<file path="src/ouc_defs.vh">
// constants for the outdoor unit command handler: framing and reply
// codes, command codes, control bit positions, timing and register map
// assumes a 100 MHz core clock and a byte-level control link
`ifndef OUC_DEFS_VH
`define OUC_DEFS_VH

// framing and address bytes
`define OUC_FR_CMD      8'hE2
`define OUC_FR_CMD_B    8'hE8
`define OUC_FR_CMD_C    8'hEA
`define OUC_ADDR        8'h82
// reply codes
`define OUC_RP_ACCEPT   8'hE4
`define OUC_RP_NOFUNC   8'hE5
`define OUC_RP_PARITY   8'hE6
`define OUC_RP_FORMAT   8'hE7
`define OUC_RP_LOCKED   8'hED
`define OUC_RP_LOCKARG  8'hFF
`define OUC_RP_NONE     8'h00
// command codes
`define OUC_CMD_RESET   8'h0A
`define OUC_CMD_STATUS  8'h12
`define OUC_CMD_MANID   8'h5C
// continuation blocks fixed by a short supported command
`define OUC_CMD_BLKS    8'h00
// continuation block identifiers
`define OUC_BLK_WILD    8'hA0
// block geometry
`define OUC_BLK_LEN     4'h8
`define OUC_BLK_LAST    4'h7
`define OUC_PAYLOAD     4'h6
`define OUC_HEAD_SHORT  4'h3
`define OUC_HEAD_LONG   4'h4
// header byte positions
`define OUC_POS_FR      4'h0
`define OUC_POS_ADDR    4'h1
`define OUC_POS_CMD     4'h2
`define OUC_POS_LEN     4'h3
// crc generator x16+x12+x9+x5+x+1, seed zero
`define OUC_CRC_POLY    16'h1223
`define OUC_CRC_SEED    16'h0000
// faulty password count that locks the unit
`define OUC_PW_LOCK     3'h6
// timing
`define OUC_CLK_MHZ     100
`define OUC_TB_MIN_US   5000
`define OUC_TB_MAX_US   10000
// register map
`define OUC_REG_CTRL    4'h0
`define OUC_REG_STAT    4'h4
`define OUC_REG_ALRM    4'h8
// control register bits
`define OUC_CT_PA       0
`define OUC_CT_TXEN     1
`define OUC_CT_DL       2
`define OUC_CT_RUN      3
`define OUC_CT_RST      4'h0

`endif

</file>
<file path="src/ouc_crc16.v">
// byte-serial crc engine for continuation data, msb first
// assumes one byte per enabled cycle from logic on the same clock
`timescale 1ns/1ps
`include "ouc_defs.vh"

module ouc_crc16 (
   clk,
   rst,
   ce,
   clr,
   en,
   din,
   crc
);
   input  wire        clk;
   input  wire        rst;
   input  wire        ce;
   input  wire        clr;
   input  wire        en;
   input  wire [7:0]  din;
   output wire [15:0] crc;

   reg [15:0] crc_q;
   reg [15:0] crc_d;
   reg        fb;
   integer    i;

   // eight shift steps per byte; remainder is zero over data plus crc
   always @* begin
      crc_d = crc_q;
      fb = 1'b0;
      for (i = 7; i >= 0; i = i - 1) begin
         fb = crc_d[15] ^ din[i];
         crc_d = {crc_d[14:0], 1'b0} ^ (fb ? `OUC_CRC_POLY : 16'h0000);
      end
   end

   always @(posedge clk) begin
      if (rst) begin
         crc_q <= `OUC_CRC_SEED;
      end else if (ce) begin
         if (clr) begin
            crc_q <= `OUC_CRC_SEED;
         end else if (en) begin
            crc_q <= crc_d;
         end
      end
   end

   assign crc = crc_q;
endmodule

</file>
<file path="src/ouc_handler.v">
// outdoor unit command handler: receives command blocks byte by byte,
// checks them and answers reset, status and identification requests
// assumes the link layer delivers bytes with a parity flag and marks
// the last byte of each block; all link ports share clk
// Functional notes
// (RL1) short fixed form: no length byte, ids are A0, crc may be dropped
// (RL2) replies over six data bytes go out as eight-byte blocks
// (RL3) reply blocks open with accept code, last byte is a checksum
// (RL4) gap between blocks longer than 5 ms, at most 10 ms
// (RL5) crc covers continuation data bytes only, not the header
// (RL6) crc polynomial x16+x12+x9+x5+x+1
// (RL7) indoor unit sends no management command during transmission
// (RL8) reset reloads synthesizer, clears status and alarms, keeps count
// (RL9) indoor unit sends no reset while amplifier is on
// (RL10) reject codes: unsupported, parity error, unknown format
// (RL11) reset while locked is refused with locked code
// (RL12) indoor unit waits ten seconds after a reset
// (RL13) status answers accept plus three bytes, even when locked
// (RL14) alarms latch until status read or reset
// (RL15) in download mode only download alarms and state bits count; the code applies no download masking
// (RL16) alarm byte: self test, unlock, supply, password count, download
// (RL17) state byte: amplifier, running, zero, download
// (RL18) third status byte reads zero
// (RL19) unit stays off-line until identification command
// (RL20) indoor unit waits ten seconds after power cycle
// (RL21) identification answers accept plus three organisation bytes
// (RL22) six bad passwords lock, amplifier and transmitter go off
// (RL23) blocks never exceed eight bytes
// (RL24) nonzero crc remainder means corrupted, not executed
`timescale 1ns/1ps
`include "ouc_defs.vh"

module ouc_handler #(
   parameter [7:0] OUI_0   = 8'h12, // arbitrary value
   parameter [7:0] OUI_1   = 8'h34, // arbitrary value
   parameter [7:0] OUI_2   = 8'h56, // arbitrary value
   parameter       RB      = 8,
   parameter       TW      = 20,
   parameter       GAP_CYC = `OUC_TB_MIN_US * `OUC_CLK_MHZ + 1,
   parameter       TMO_CYC = `OUC_TB_MAX_US * `OUC_CLK_MHZ
) (
   clk,
   rst,
   ce,
   reg_addr,
   reg_wdata,
   reg_wr,
   reg_rd,
   reg_rdata,
   rx_byte,
   rx_valid,
   rx_perr,
   rx_eob,
   tx_byte,
   tx_valid,
   tx_last,
   tx_ready,
   self_test_pin,
   synth_unlock_pin,
   supply_alm_pin,
   dl_crc_pin,
   dl_err_pin,
   pw_bad,
   pw_good,
   pa_on,
   tx_enable,
   synth_reload,
   online,
   locked
);
   input  wire       clk;
   input  wire       rst;
   input  wire       ce;
   input  wire [3:0] reg_addr;
   input  wire [7:0] reg_wdata;
   input  wire       reg_wr;
   input  wire       reg_rd;
   output reg  [7:0] reg_rdata;
   input  wire [7:0] rx_byte;
   input  wire       rx_valid;
   input  wire       rx_perr;
   input  wire       rx_eob;
   output reg  [7:0] tx_byte;
   output reg        tx_valid;
   output reg        tx_last;
   input  wire       tx_ready;
   input  wire       self_test_pin;
   input  wire       synth_unlock_pin;
   input  wire       supply_alm_pin;
   input  wire       dl_crc_pin;
   input  wire       dl_err_pin;
   input  wire       pw_bad;
   input  wire       pw_good;
   output reg        pa_on;
   output reg        tx_enable;
   output reg        synth_reload;
   output reg        online;
   output reg        locked;

   localparam [2:0] T_IDLE = 3'b001;
   localparam [2:0] T_SEND = 3'b010;
   localparam [2:0] T_GAP  = 3'b100;

   reg  [4:0]    pin_s1_q, pin_s2_q, alm_q;
   reg  [2:0]    pwcnt_q;
   reg  [3:0]    ctrl_q;
   reg           head_q, hl_q, perr_q, bad_q, eob_q, exec_q, exok_q;
   reg  [3:0]    bcnt_q;
   reg  [7:0]    fr_q, ad_q, cmd_q, len_q, conts_q, blk_q, ecode_q;
   reg  [TW-1:0] tmo_q, gap_q;
   reg  [7:0]    rbuf [0:RB-1];
   reg  [3:0]    rlen_q, pos_q, dptr_q;
   reg  [7:0]    csum_q;
   reg  [2:0]    ts_q;
   reg  [7:0]    nb;
   reg           nl;
   wire [15:0]   crc;
   wire          busy, take, ext, load, crc_en, crc_clr, hdr_ok;
   wire [7:0]    blk_nx, alm_byte, st_byte;

   // link bytes are ignored while an answer is pending or going out
   assign busy = exec_q | ~ts_q[0] | tx_valid;
   assign take = ce & rx_valid & ~busy;
   assign blk_nx = blk_q + 8'h01;
   assign crc_en = take & ~head_q & (bcnt_q != `OUC_POS_FR)
                 & (bcnt_q < `OUC_BLK_LAST); // RL5
   assign crc_clr = eob_q & head_q;
   assign hdr_ok = (fr_q == `OUC_FR_CMD) | (fr_q == `OUC_FR_CMD_B)
                 | (fr_q == `OUC_FR_CMD_C);

   // data crc over continuation payload only
   ouc_crc16 u_crc (
      .clk (clk),
      .rst (rst),
      .ce  (ce),
      .clr (crc_clr),
      .en  (crc_en),
      .din (rx_byte),
      .crc (crc)
   ); // RL6

   // alarm pins come from outside the clock domain
   always @(posedge clk) begin
      if (rst) begin
         pin_s1_q <= 5'h00;
         pin_s2_q <= 5'h00;
      end else if (ce) begin
         pin_s1_q <= {self_test_pin, synth_unlock_pin, supply_alm_pin,
                      dl_crc_pin, dl_err_pin};
         pin_s2_q <= pin_s1_q;
      end
   end

   // sticky alarms; a new alarm in the clearing cycle survives
   always @(posedge clk) begin
      if (rst) begin
         alm_q <= 5'h00;
      end else if (ce) begin
         if (exec_q & exok_q & ((cmd_q == `OUC_CMD_STATUS) |
             ((cmd_q == `OUC_CMD_RESET) & ~locked))) begin
            alm_q <= pin_s2_q; // RL14
         end else begin
            alm_q <= alm_q | pin_s2_q;
         end
      end
   end

   // faulty password count survives the reset command; rst clears it, as does pw_good while unlocked unless pw_bad counts in the same cycle
   always @(posedge clk) begin
      if (rst) begin
         pwcnt_q <= 3'h0;
         locked <= 1'b0;
      end else if (ce) begin
         if (pw_bad & (pwcnt_q != `OUC_PW_LOCK)) begin
            pwcnt_q <= pwcnt_q + 3'h1;
         end else if (pw_good & ~locked) begin
            pwcnt_q <= 3'h0;
         end
         if (pwcnt_q == `OUC_PW_LOCK) begin
            locked <= 1'b1; // RL22
         end
      end
   end

   // control register and the outputs it steers; lock forces amplifier and transmitter off
   always @(posedge clk) begin
      if (rst) begin
         ctrl_q <= `OUC_CT_RST;
         pa_on <= 1'b0;
         tx_enable <= 1'b0;
         synth_reload <= 1'b0;
         online <= 1'b0;
      end else if (ce) begin
         synth_reload <= 1'b0;
         if (locked) begin
            ctrl_q[`OUC_CT_PA] <= 1'b0; // RL22
            ctrl_q[`OUC_CT_TXEN] <= 1'b0; // RL22
         end else if (reg_wr & (reg_addr == `OUC_REG_CTRL)) begin
            ctrl_q <= reg_wdata[3:0];
         end
         if (exec_q & exok_q & ~locked) begin
            if (cmd_q == `OUC_CMD_RESET) begin
               ctrl_q <= `OUC_CT_RST; // RL8
               synth_reload <= 1'b1; // RL8
               online <= 1'b0; // RL19
            end else if (cmd_q == `OUC_CMD_MANID) begin
               online <= 1'b1; // RL19
            end
         end
         pa_on <= ctrl_q[`OUC_CT_PA] & ~locked;
         tx_enable <= ctrl_q[`OUC_CT_TXEN] & ~locked;
      end
   end

   // register reads answer one cycle later; unmapped reads give zero
   always @(posedge clk) begin
      if (rst) begin
         reg_rdata <= 8'h00;
      end else if (ce) begin
         reg_rdata <= 8'h00;
         if (reg_rd) begin
            case (reg_addr)
               `OUC_REG_CTRL: reg_rdata <= {4'h0, ctrl_q};
               `OUC_REG_STAT: reg_rdata <= {locked, online, 3'h0, pwcnt_q};
               `OUC_REG_ALRM: reg_rdata <= {3'h0, alm_q};
               default:       reg_rdata <= 8'h00;
            endcase
         end
      end
   end

   // block reception: header, then continuation blocks until count met
   always @(posedge clk) begin
      if (rst) begin
         head_q <= 1'b1;
         hl_q <= 1'b0;
         perr_q <= 1'b0;
         bad_q <= 1'b0;
         eob_q <= 1'b0;
         bcnt_q <= 4'h0;
         fr_q <= 8'h00;
         ad_q <= 8'h00;
         cmd_q <= 8'h00;
         len_q <= 8'h00;
         conts_q <= 8'h00;
         blk_q <= 8'h00;
         tmo_q <= {TW{1'b0}};
         exec_q <= 1'b0;
         exok_q <= 1'b0;
         ecode_q <= `OUC_RP_NONE;
      end else if (ce) begin
         exec_q <= 1'b0;
         eob_q <= take & rx_eob;
         if (take) begin
            perr_q <= perr_q | rx_perr;
            tmo_q <= {TW{1'b0}};
            if (bcnt_q == `OUC_BLK_LEN) begin
               bad_q <= 1'b1; // RL23
            end else begin
               bcnt_q <= bcnt_q + 4'h1;
            end
            if (head_q) begin
               case (bcnt_q)
                  `OUC_POS_FR:   fr_q <= rx_byte;
                  `OUC_POS_ADDR: ad_q <= rx_byte;
                  `OUC_POS_CMD:  cmd_q <= rx_byte;
                  `OUC_POS_LEN:  len_q <= rx_byte;
                  default:       len_q <= len_q;
               endcase
            end else if ((bcnt_q == `OUC_POS_FR) &
                         (rx_byte != `OUC_BLK_WILD) &
                         (~hl_q | (rx_byte != `OUC_BLK_WILD + blk_nx))) begin
               bad_q <= 1'b1; // RL1
            end
         end else if (~head_q & ~busy) begin
            tmo_q <= tmo_q + {{(TW-1){1'b0}}, 1'b1};
         end
         if (eob_q) begin
            bcnt_q <= 4'h0;
            if (head_q) begin
               hl_q <= (bcnt_q == `OUC_HEAD_LONG);
               conts_q <= (bcnt_q == `OUC_HEAD_LONG) ? len_q
                                                    : `OUC_CMD_BLKS; // RL1
               blk_q <= 8'h00;
               if (ad_q != `OUC_ADDR) begin
                  perr_q <= 1'b0; // other addressee: drop silently
                  bad_q <= 1'b0;
               end else if (~hdr_ok | (bcnt_q < `OUC_HEAD_SHORT) |
                            (bcnt_q > `OUC_HEAD_LONG) | bad_q | perr_q |
                            (((bcnt_q == `OUC_HEAD_LONG) ? len_q
                              : `OUC_CMD_BLKS) == 8'h00)) begin
                  exec_q <= 1'b1;
               end else begin
                  head_q <= 1'b0;
               end
            end else begin
               blk_q <= blk_nx;
               if ((blk_nx == conts_q) | bad_q | perr_q) begin
                  exec_q <= 1'b1;
               end
            end
         end else if (~head_q & (tmo_q >= TMO_CYC[TW-1:0])) begin
            bad_q <= 1'b1; // RL4
            exec_q <= bad_q & ~exec_q; // after bad_q, so E7
         end
         // parity or crc slips outrank format; only a clean code executes
         exok_q <= 1'b0;
         if (perr_q | (eob_q & ~head_q & hl_q & (crc != 16'h0000))) begin
            ecode_q <= `OUC_RP_PARITY; // RL24
         end else if (bad_q | ~hdr_ok | (head_q & eob_q &
                      ((bcnt_q < `OUC_HEAD_SHORT) |
                       (bcnt_q > `OUC_HEAD_LONG)))) begin
            ecode_q <= `OUC_RP_FORMAT; // RL10
         end else begin
            ecode_q <= `OUC_RP_NONE;
            exok_q <= 1'b1;
         end
         if (exec_q) begin
            head_q <= 1'b1;
            bcnt_q <= 4'h0;
            perr_q <= 1'b0;
            bad_q <= 1'b0;
         end
      end
   end

   // status bytes; built the same in download mode, no alarm or state bit is masked
   assign alm_byte = {alm_q[4:2], pwcnt_q, alm_q[1:0]}; // RL16
   assign st_byte = {4'h0, pa_on, ctrl_q[`OUC_CT_RUN], 1'b0,
                     ctrl_q[`OUC_CT_DL]}; // RL17

   // answer assembly into the reply buffer
   always @(posedge clk) begin
      if (rst) begin
         rlen_q <= 4'h0;
      end else if (ce & exec_q) begin
         rlen_q <= 4'h1;
         rbuf[0] <= `OUC_RP_ACCEPT;
         if (ecode_q != `OUC_RP_NONE) begin
            rbuf[0] <= ecode_q; // RL10
         end else if (cmd_q == `OUC_CMD_STATUS) begin
            rbuf[1] <= alm_byte; // RL13
            rbuf[2] <= st_byte; // RL15
            rbuf[3] <= 8'h00; // RL18
            rlen_q <= 4'h4;
         end else if (((cmd_q == `OUC_CMD_RESET) |
                       (cmd_q == `OUC_CMD_MANID)) & locked) begin
            rbuf[0] <= `OUC_RP_LOCKED; // RL11
            rbuf[1] <= `OUC_RP_LOCKARG;
            rlen_q <= 4'h2;
         end else if (cmd_q == `OUC_CMD_MANID) begin
            rbuf[1] <= OUI_0; // RL21
            rbuf[2] <= OUI_1;
            rbuf[3] <= OUI_2;
            rlen_q <= 4'h4;
         end else if (cmd_q != `OUC_CMD_RESET) begin
            rbuf[0] <= `OUC_RP_NOFUNC; // RL10
         end
      end
   end

   // more than six data bytes turns the answer into checksummed blocks
   assign ext = (rlen_q > `OUC_BLK_LAST); // RL2
   assign load = ts_q[1] & (~tx_valid | tx_ready);

   // next byte to present on the link
   always @* begin
      nb = rbuf[pos_q[2:0]];
      nl = (pos_q == rlen_q - 4'h1);
      if (ext) begin
         nl = (pos_q == `OUC_BLK_LAST);
         if (pos_q == `OUC_POS_FR) begin
            nb = `OUC_RP_ACCEPT; // RL3
         end else if (pos_q == `OUC_BLK_LAST) begin
            nb = csum_q; // RL3
         end else if (dptr_q < rlen_q) begin
            nb = rbuf[dptr_q[2:0]];
         end else begin
            nb = 8'h00;
         end
      end
   end

   // transmit sequencer with inter-block pause
   always @(posedge clk) begin
      if (rst) begin
         ts_q <= T_IDLE;
         tx_byte <= 8'h00;
         tx_valid <= 1'b0;
         tx_last <= 1'b0;
         pos_q <= 4'h0;
         dptr_q <= 4'h1;
         csum_q <= 8'h00;
         gap_q <= {TW{1'b0}};
      end else if (ce) begin
         if (tx_valid & tx_ready & ~load) begin
            tx_valid <= 1'b0;
         end
         case (ts_q)
            T_IDLE: begin
               pos_q <= 4'h0;
               dptr_q <= 4'h1;
               csum_q <= 8'h00;
               if (exec_q) begin
                  ts_q <= T_SEND;
               end
            end
            T_SEND: begin
               if (load) begin
                  tx_byte <= nb;
                  tx_valid <= 1'b1;
                  tx_last <= nl;
                  pos_q <= pos_q + 4'h1;
                  if (ext & (pos_q != `OUC_POS_FR) &
                      (pos_q != `OUC_BLK_LAST)) begin
                     csum_q <= csum_q + nb;
                     dptr_q <= dptr_q + 4'h1;
                  end
                  if (nl) begin
                     pos_q <= 4'h0;
                     csum_q <= 8'h00;
                     gap_q <= {TW{1'b0}};
                     ts_q <= (ext & (dptr_q < rlen_q)) ? T_GAP : T_IDLE;
                  end
               end
            end
            T_GAP: begin
               if (~tx_valid) begin
                  gap_q <= gap_q + {{(TW-1){1'b0}}, 1'b1};
                  if (gap_q == GAP_CYC[TW-1:0]) begin
                     ts_q <= T_SEND; // RL4
                  end
               end
            end
            default: ts_q <= T_IDLE;
         endcase
      end
   end
endmodule

</file>
<file path="config.mk">
export PLATFORM = sky130hd
export DESIGN_NAME = ouc_handler
export DESIGN_NICKNAME = d
export VERILOG_FILES = /design/src/ouc_crc16.v /design/src/ouc_handler.v
export VERILOG_INCLUDE_DIRS = /design/src
export SDC_FILE = /design/constraint.sdc
export NUM_CORES = 1
export LEC_CHECK = 0
export ABC_AREA = 1
export BUFFER_PORTS_ARGS = -buffer_cell sky130_fd_sc_hd__buf_2
export CAP_MARGIN = 20
export CORE_ASPECT_RATIO = 0.8
export CORE_MARGIN = 10
export CORE_UTILIZATION = 60
export DETAILED_ROUTE_END_ITERATION = 7
export PLACE_DENSITY = 0.79
export SETUP_SLACK_MARGIN = 0.3
export SLEW_MARGIN = 10
export SYNTH_ARGS = -nofsm -noshare
export SYNTH_HDL_FRONTEND = slang
export SYNTH_SLANG_ARGS = --single-unit
</file>
<file path="constraint.sdc">
create_clock -name clk -period 2.9 [get_ports clk]
set_input_delay 0.29 -clock clk [delete_from_list [all_inputs] [get_ports clk]]
set_output_delay 0.29 -clock clk [all_outputs]
set_load 0.005 [all_outputs]
</file>
==> results.md <==
* Row Count at 38
* Clock Tree Buf Depth at 2
* Routed length per instance at 14.28 um
* Clock Latency Late Sink at 430 ps
* Post-synthesis sequential area ratio at 0.4312
* Post-synth top area share at 0.3724
* Area contributors post-synth: dfxtp_1 (37%), nand2_1 (10%), a21oi_1 (7.7%)
* CTS sink cnt at 168
* Syn avg cell area at 7.301 um^2
* Root buf cell: clkbuf_16
* DRT Pass-1 Iters at 5
* Synth Area in Simple Gates at 0.2587
* Overflow after GRT at 0
* Post-DP HPWL at 13.37 mm
* Cell mode on critical path: nand2_1
* Slew HR at 0.3010
* Share of cells above drive strength 1 at 0.1032
* Cts bufs inserted at 17
* Synth Area in Adders at 0.02297
* Fin crit period at 2366 ps
* EDFF count, synth at 16
* Final Wtd Congestion at 0.8520
* H-tree Lvls at 4
* Port Buffers at 53
* Setup crit start kind: flip-flop
* ANT cells at 0
* Cell taking the most area after synthesis: dfxtp_1
* Synth Flop Type: dfxtp_1
* WP data arrival at 2690 ps
* Slowest stage cell, crit path: dfxtp_4
* Max-slew violations at 0
* Vias in the first global route at 6744
* Initial drt markers at 568
* Leakage at 3.730 nW
* Worst VDD drop at 0.5014 mV
* Global-route wire length before repair at 32.26 mm
* Yosys cell types at 43
* CP endpoint kind: flip-flop
* Multiplexer share of the synthesized area at 0
* Fmax at 422.7 MHz
* Post CTS Setup Buffer Count at 0
* RSZ-0062 raised after global routing: false
* Hold WS at 84.80 ps
* Tcrit/Tclk final at 0.8158
* Total global-route track usage at 0.2071
* P per Cell Area at 562.1 nW/um^2
* Die width at 150.5 um
* Syn nets at 1170
* Core area at 13460 um^2
* Synthesized cell area at 8170 um^2
* Post-synthesis xor/xnor area fraction at 0.05130
* Hold Vio Cnt, Final at 0
* # nets final at 1210
* CP bufs+invs at 2
* Most common cell in the netlist: nand2_1
* CP top delay family: simple AND/OR/NAND/NOR gates
* Via count at 7299
* Final Routed Wirelength at 19.30 mm
* Setup-failing EPs final at 0
* Vias/cell at 5.399
* Effective utilization at floorplan at 0.6072
* Crit path kind: reg -> reg
* Crit path required time at 3230 ps
* Chip height at 124.4 um
* Yosys warnings at 0
* Max cap viols at 0
* Die ar. at 18710 um^2
* Complex-gate fraction of the synthesized area at 0.1482
* Worst-Margin Slew at 1045 ps
* Delay of the slowest critical-path stage at 390 ps
* Initial antenna violation count at 0
* Top post-synthesis cells by count: nand2_1 (228), dfxtp_1 (152), inv_1 (141)
* Largest family of logic cells by synthesized area: simple AND/OR/NAND/NOR gates
* Mapped Cells at 1119
* CP Cell Sequence: ha_1 > nand2_2 > inv_1 > nand3_1 > xor2_2 > ha_1 > inv_1 > nand2_1 > nand3_1 > nor2_1 > nand3_1 > nor2_1 > nand3_1 > nand2_1 > nand2_1 > nand2_1 > nand2_1 > nand2_1 > a21oi_1
* Status: finished, final reports clean
* Reg clk slew, reported paths at 70 ps
* Largest net degree at the start of global routing at 63
* Post-DRT Antenna Nets at 0
* CP Max Fanout at 8
* Setup TNS at 0 ps
* CTS tree: yes
* Flops & latches, synth at 168
* I/O Pins at 59
* Hold WC Path Type: in -> reg
* Ys async rst share at 0
* Setup Skew at 8.893 ps
* Area Overhead vs Synth at 12.19%
* Residual DRC count at 0
## cell families after synthesis
kind of cell | Yosys count
other | 1
AND/OR/NAND/NOR | 478
flip-flops | 168
adder cells (fa/ha/maj) | 15
buffers and inverters | 183
AO/OA/AOI/OAI | 227
XOR/XNOR | 47
## metrics by stage
stage / area, um^2 / setup WS, ps / power, mW / cells / util
after floorplan: 8170 / 777.3 / 2.754 / 1119 / -
after global placement: 8544 / 441.7 / 2.853 / 1320 / 0.6350
after detailed placement: 8544 / 379.6 / 2.861 / 1320 / 0.6350
after CTS: 9144 / 364.6 / 5.162 / 1352 / 0.6796
after global routing: 9166 / 299.2 / 5.314 / 1352 / 0.6812
final: 9166 / 534.3 / 5.153 / 1352 / 0.6812
## sequential cells by signal, indices dropped and copies added, names as in the netlist, 7 cells and up, named ones only
register / cells
ad_q: 8
blk_q: 8
cmd_q: 8
conts_q: 8
tx_byte: 8
rbuf: 16
fr_q: 8
tmo_q: 20
len_q: 8
reg_rdata: 7
u_crc.crc: 16
## worst min-delay path: stages
cell	delay, ps
buf_2	70
nor2_1	40
nor2_1	80
## placed cells by master (no fill, tap or decap), drive strengths merged, types with 3 or more instances in the layout
cell	instances
xor2	28
ha	15
clkbuf	19
nor3	26
o21ai	74
clkinv	3
nand2	231
xnor2	19
nand3	67
inv	151
nor2	120
buf	60
a31oi	5
edfxtp	16
o221ai	3
a21oi	126
nand4	19
a211oi	12
nor4	11
dfxtp	152
## final timing paths
check                                      start     endpoint  slack (ps)  cells past startpoint
worst max register to register          blk_q[0]        bad_q         530                     19
worst max-delay path                    blk_q[0]        bad_q         530                     19
worst min register to register           ad_q[6]      ad_q[6]         450                      2
worst min-delay path            synth_unlock_pin  pin_s1_q[3]          80                      3
## metal layers
layer,up-vias,track usage,wire [um],share of wire
met5,-,0,0,0
met4,0,0.06906,315,0.016
met3,32,0.04611,1088,0.056
met2,166,0.3142,8760,0.45
met1,3354,0.2836,9139,0.47
li1,3747,-,-,-
## power breakdown
part | total, mW | switching, mW | internal, mW
registers | 2.43 | 0.0430 | 2.39
clock network | 2.34 | 1.02 | 1.32
logic | 0.384 | 0.260 | 0.124
total | 5.15 | 1.32 | 3.83
## area by class of cell
cell class                 instances  area, um^2
clock buffer                      19       442.9
clock inverter                    13       156.4
fill                            1125        4289
inverter                         144       543.0
multi-input combinational        768        3953
sequential                       168        3528
tap                              180       225.2
timing repair buffer              60       317.8
## timing repair
item	in CTS	in global routing
resized for setup	0	7
endpoints found under the setup margin	0	1
hold buffers	0	0
No activity file was read; power rests on OpenSTA's default activity.
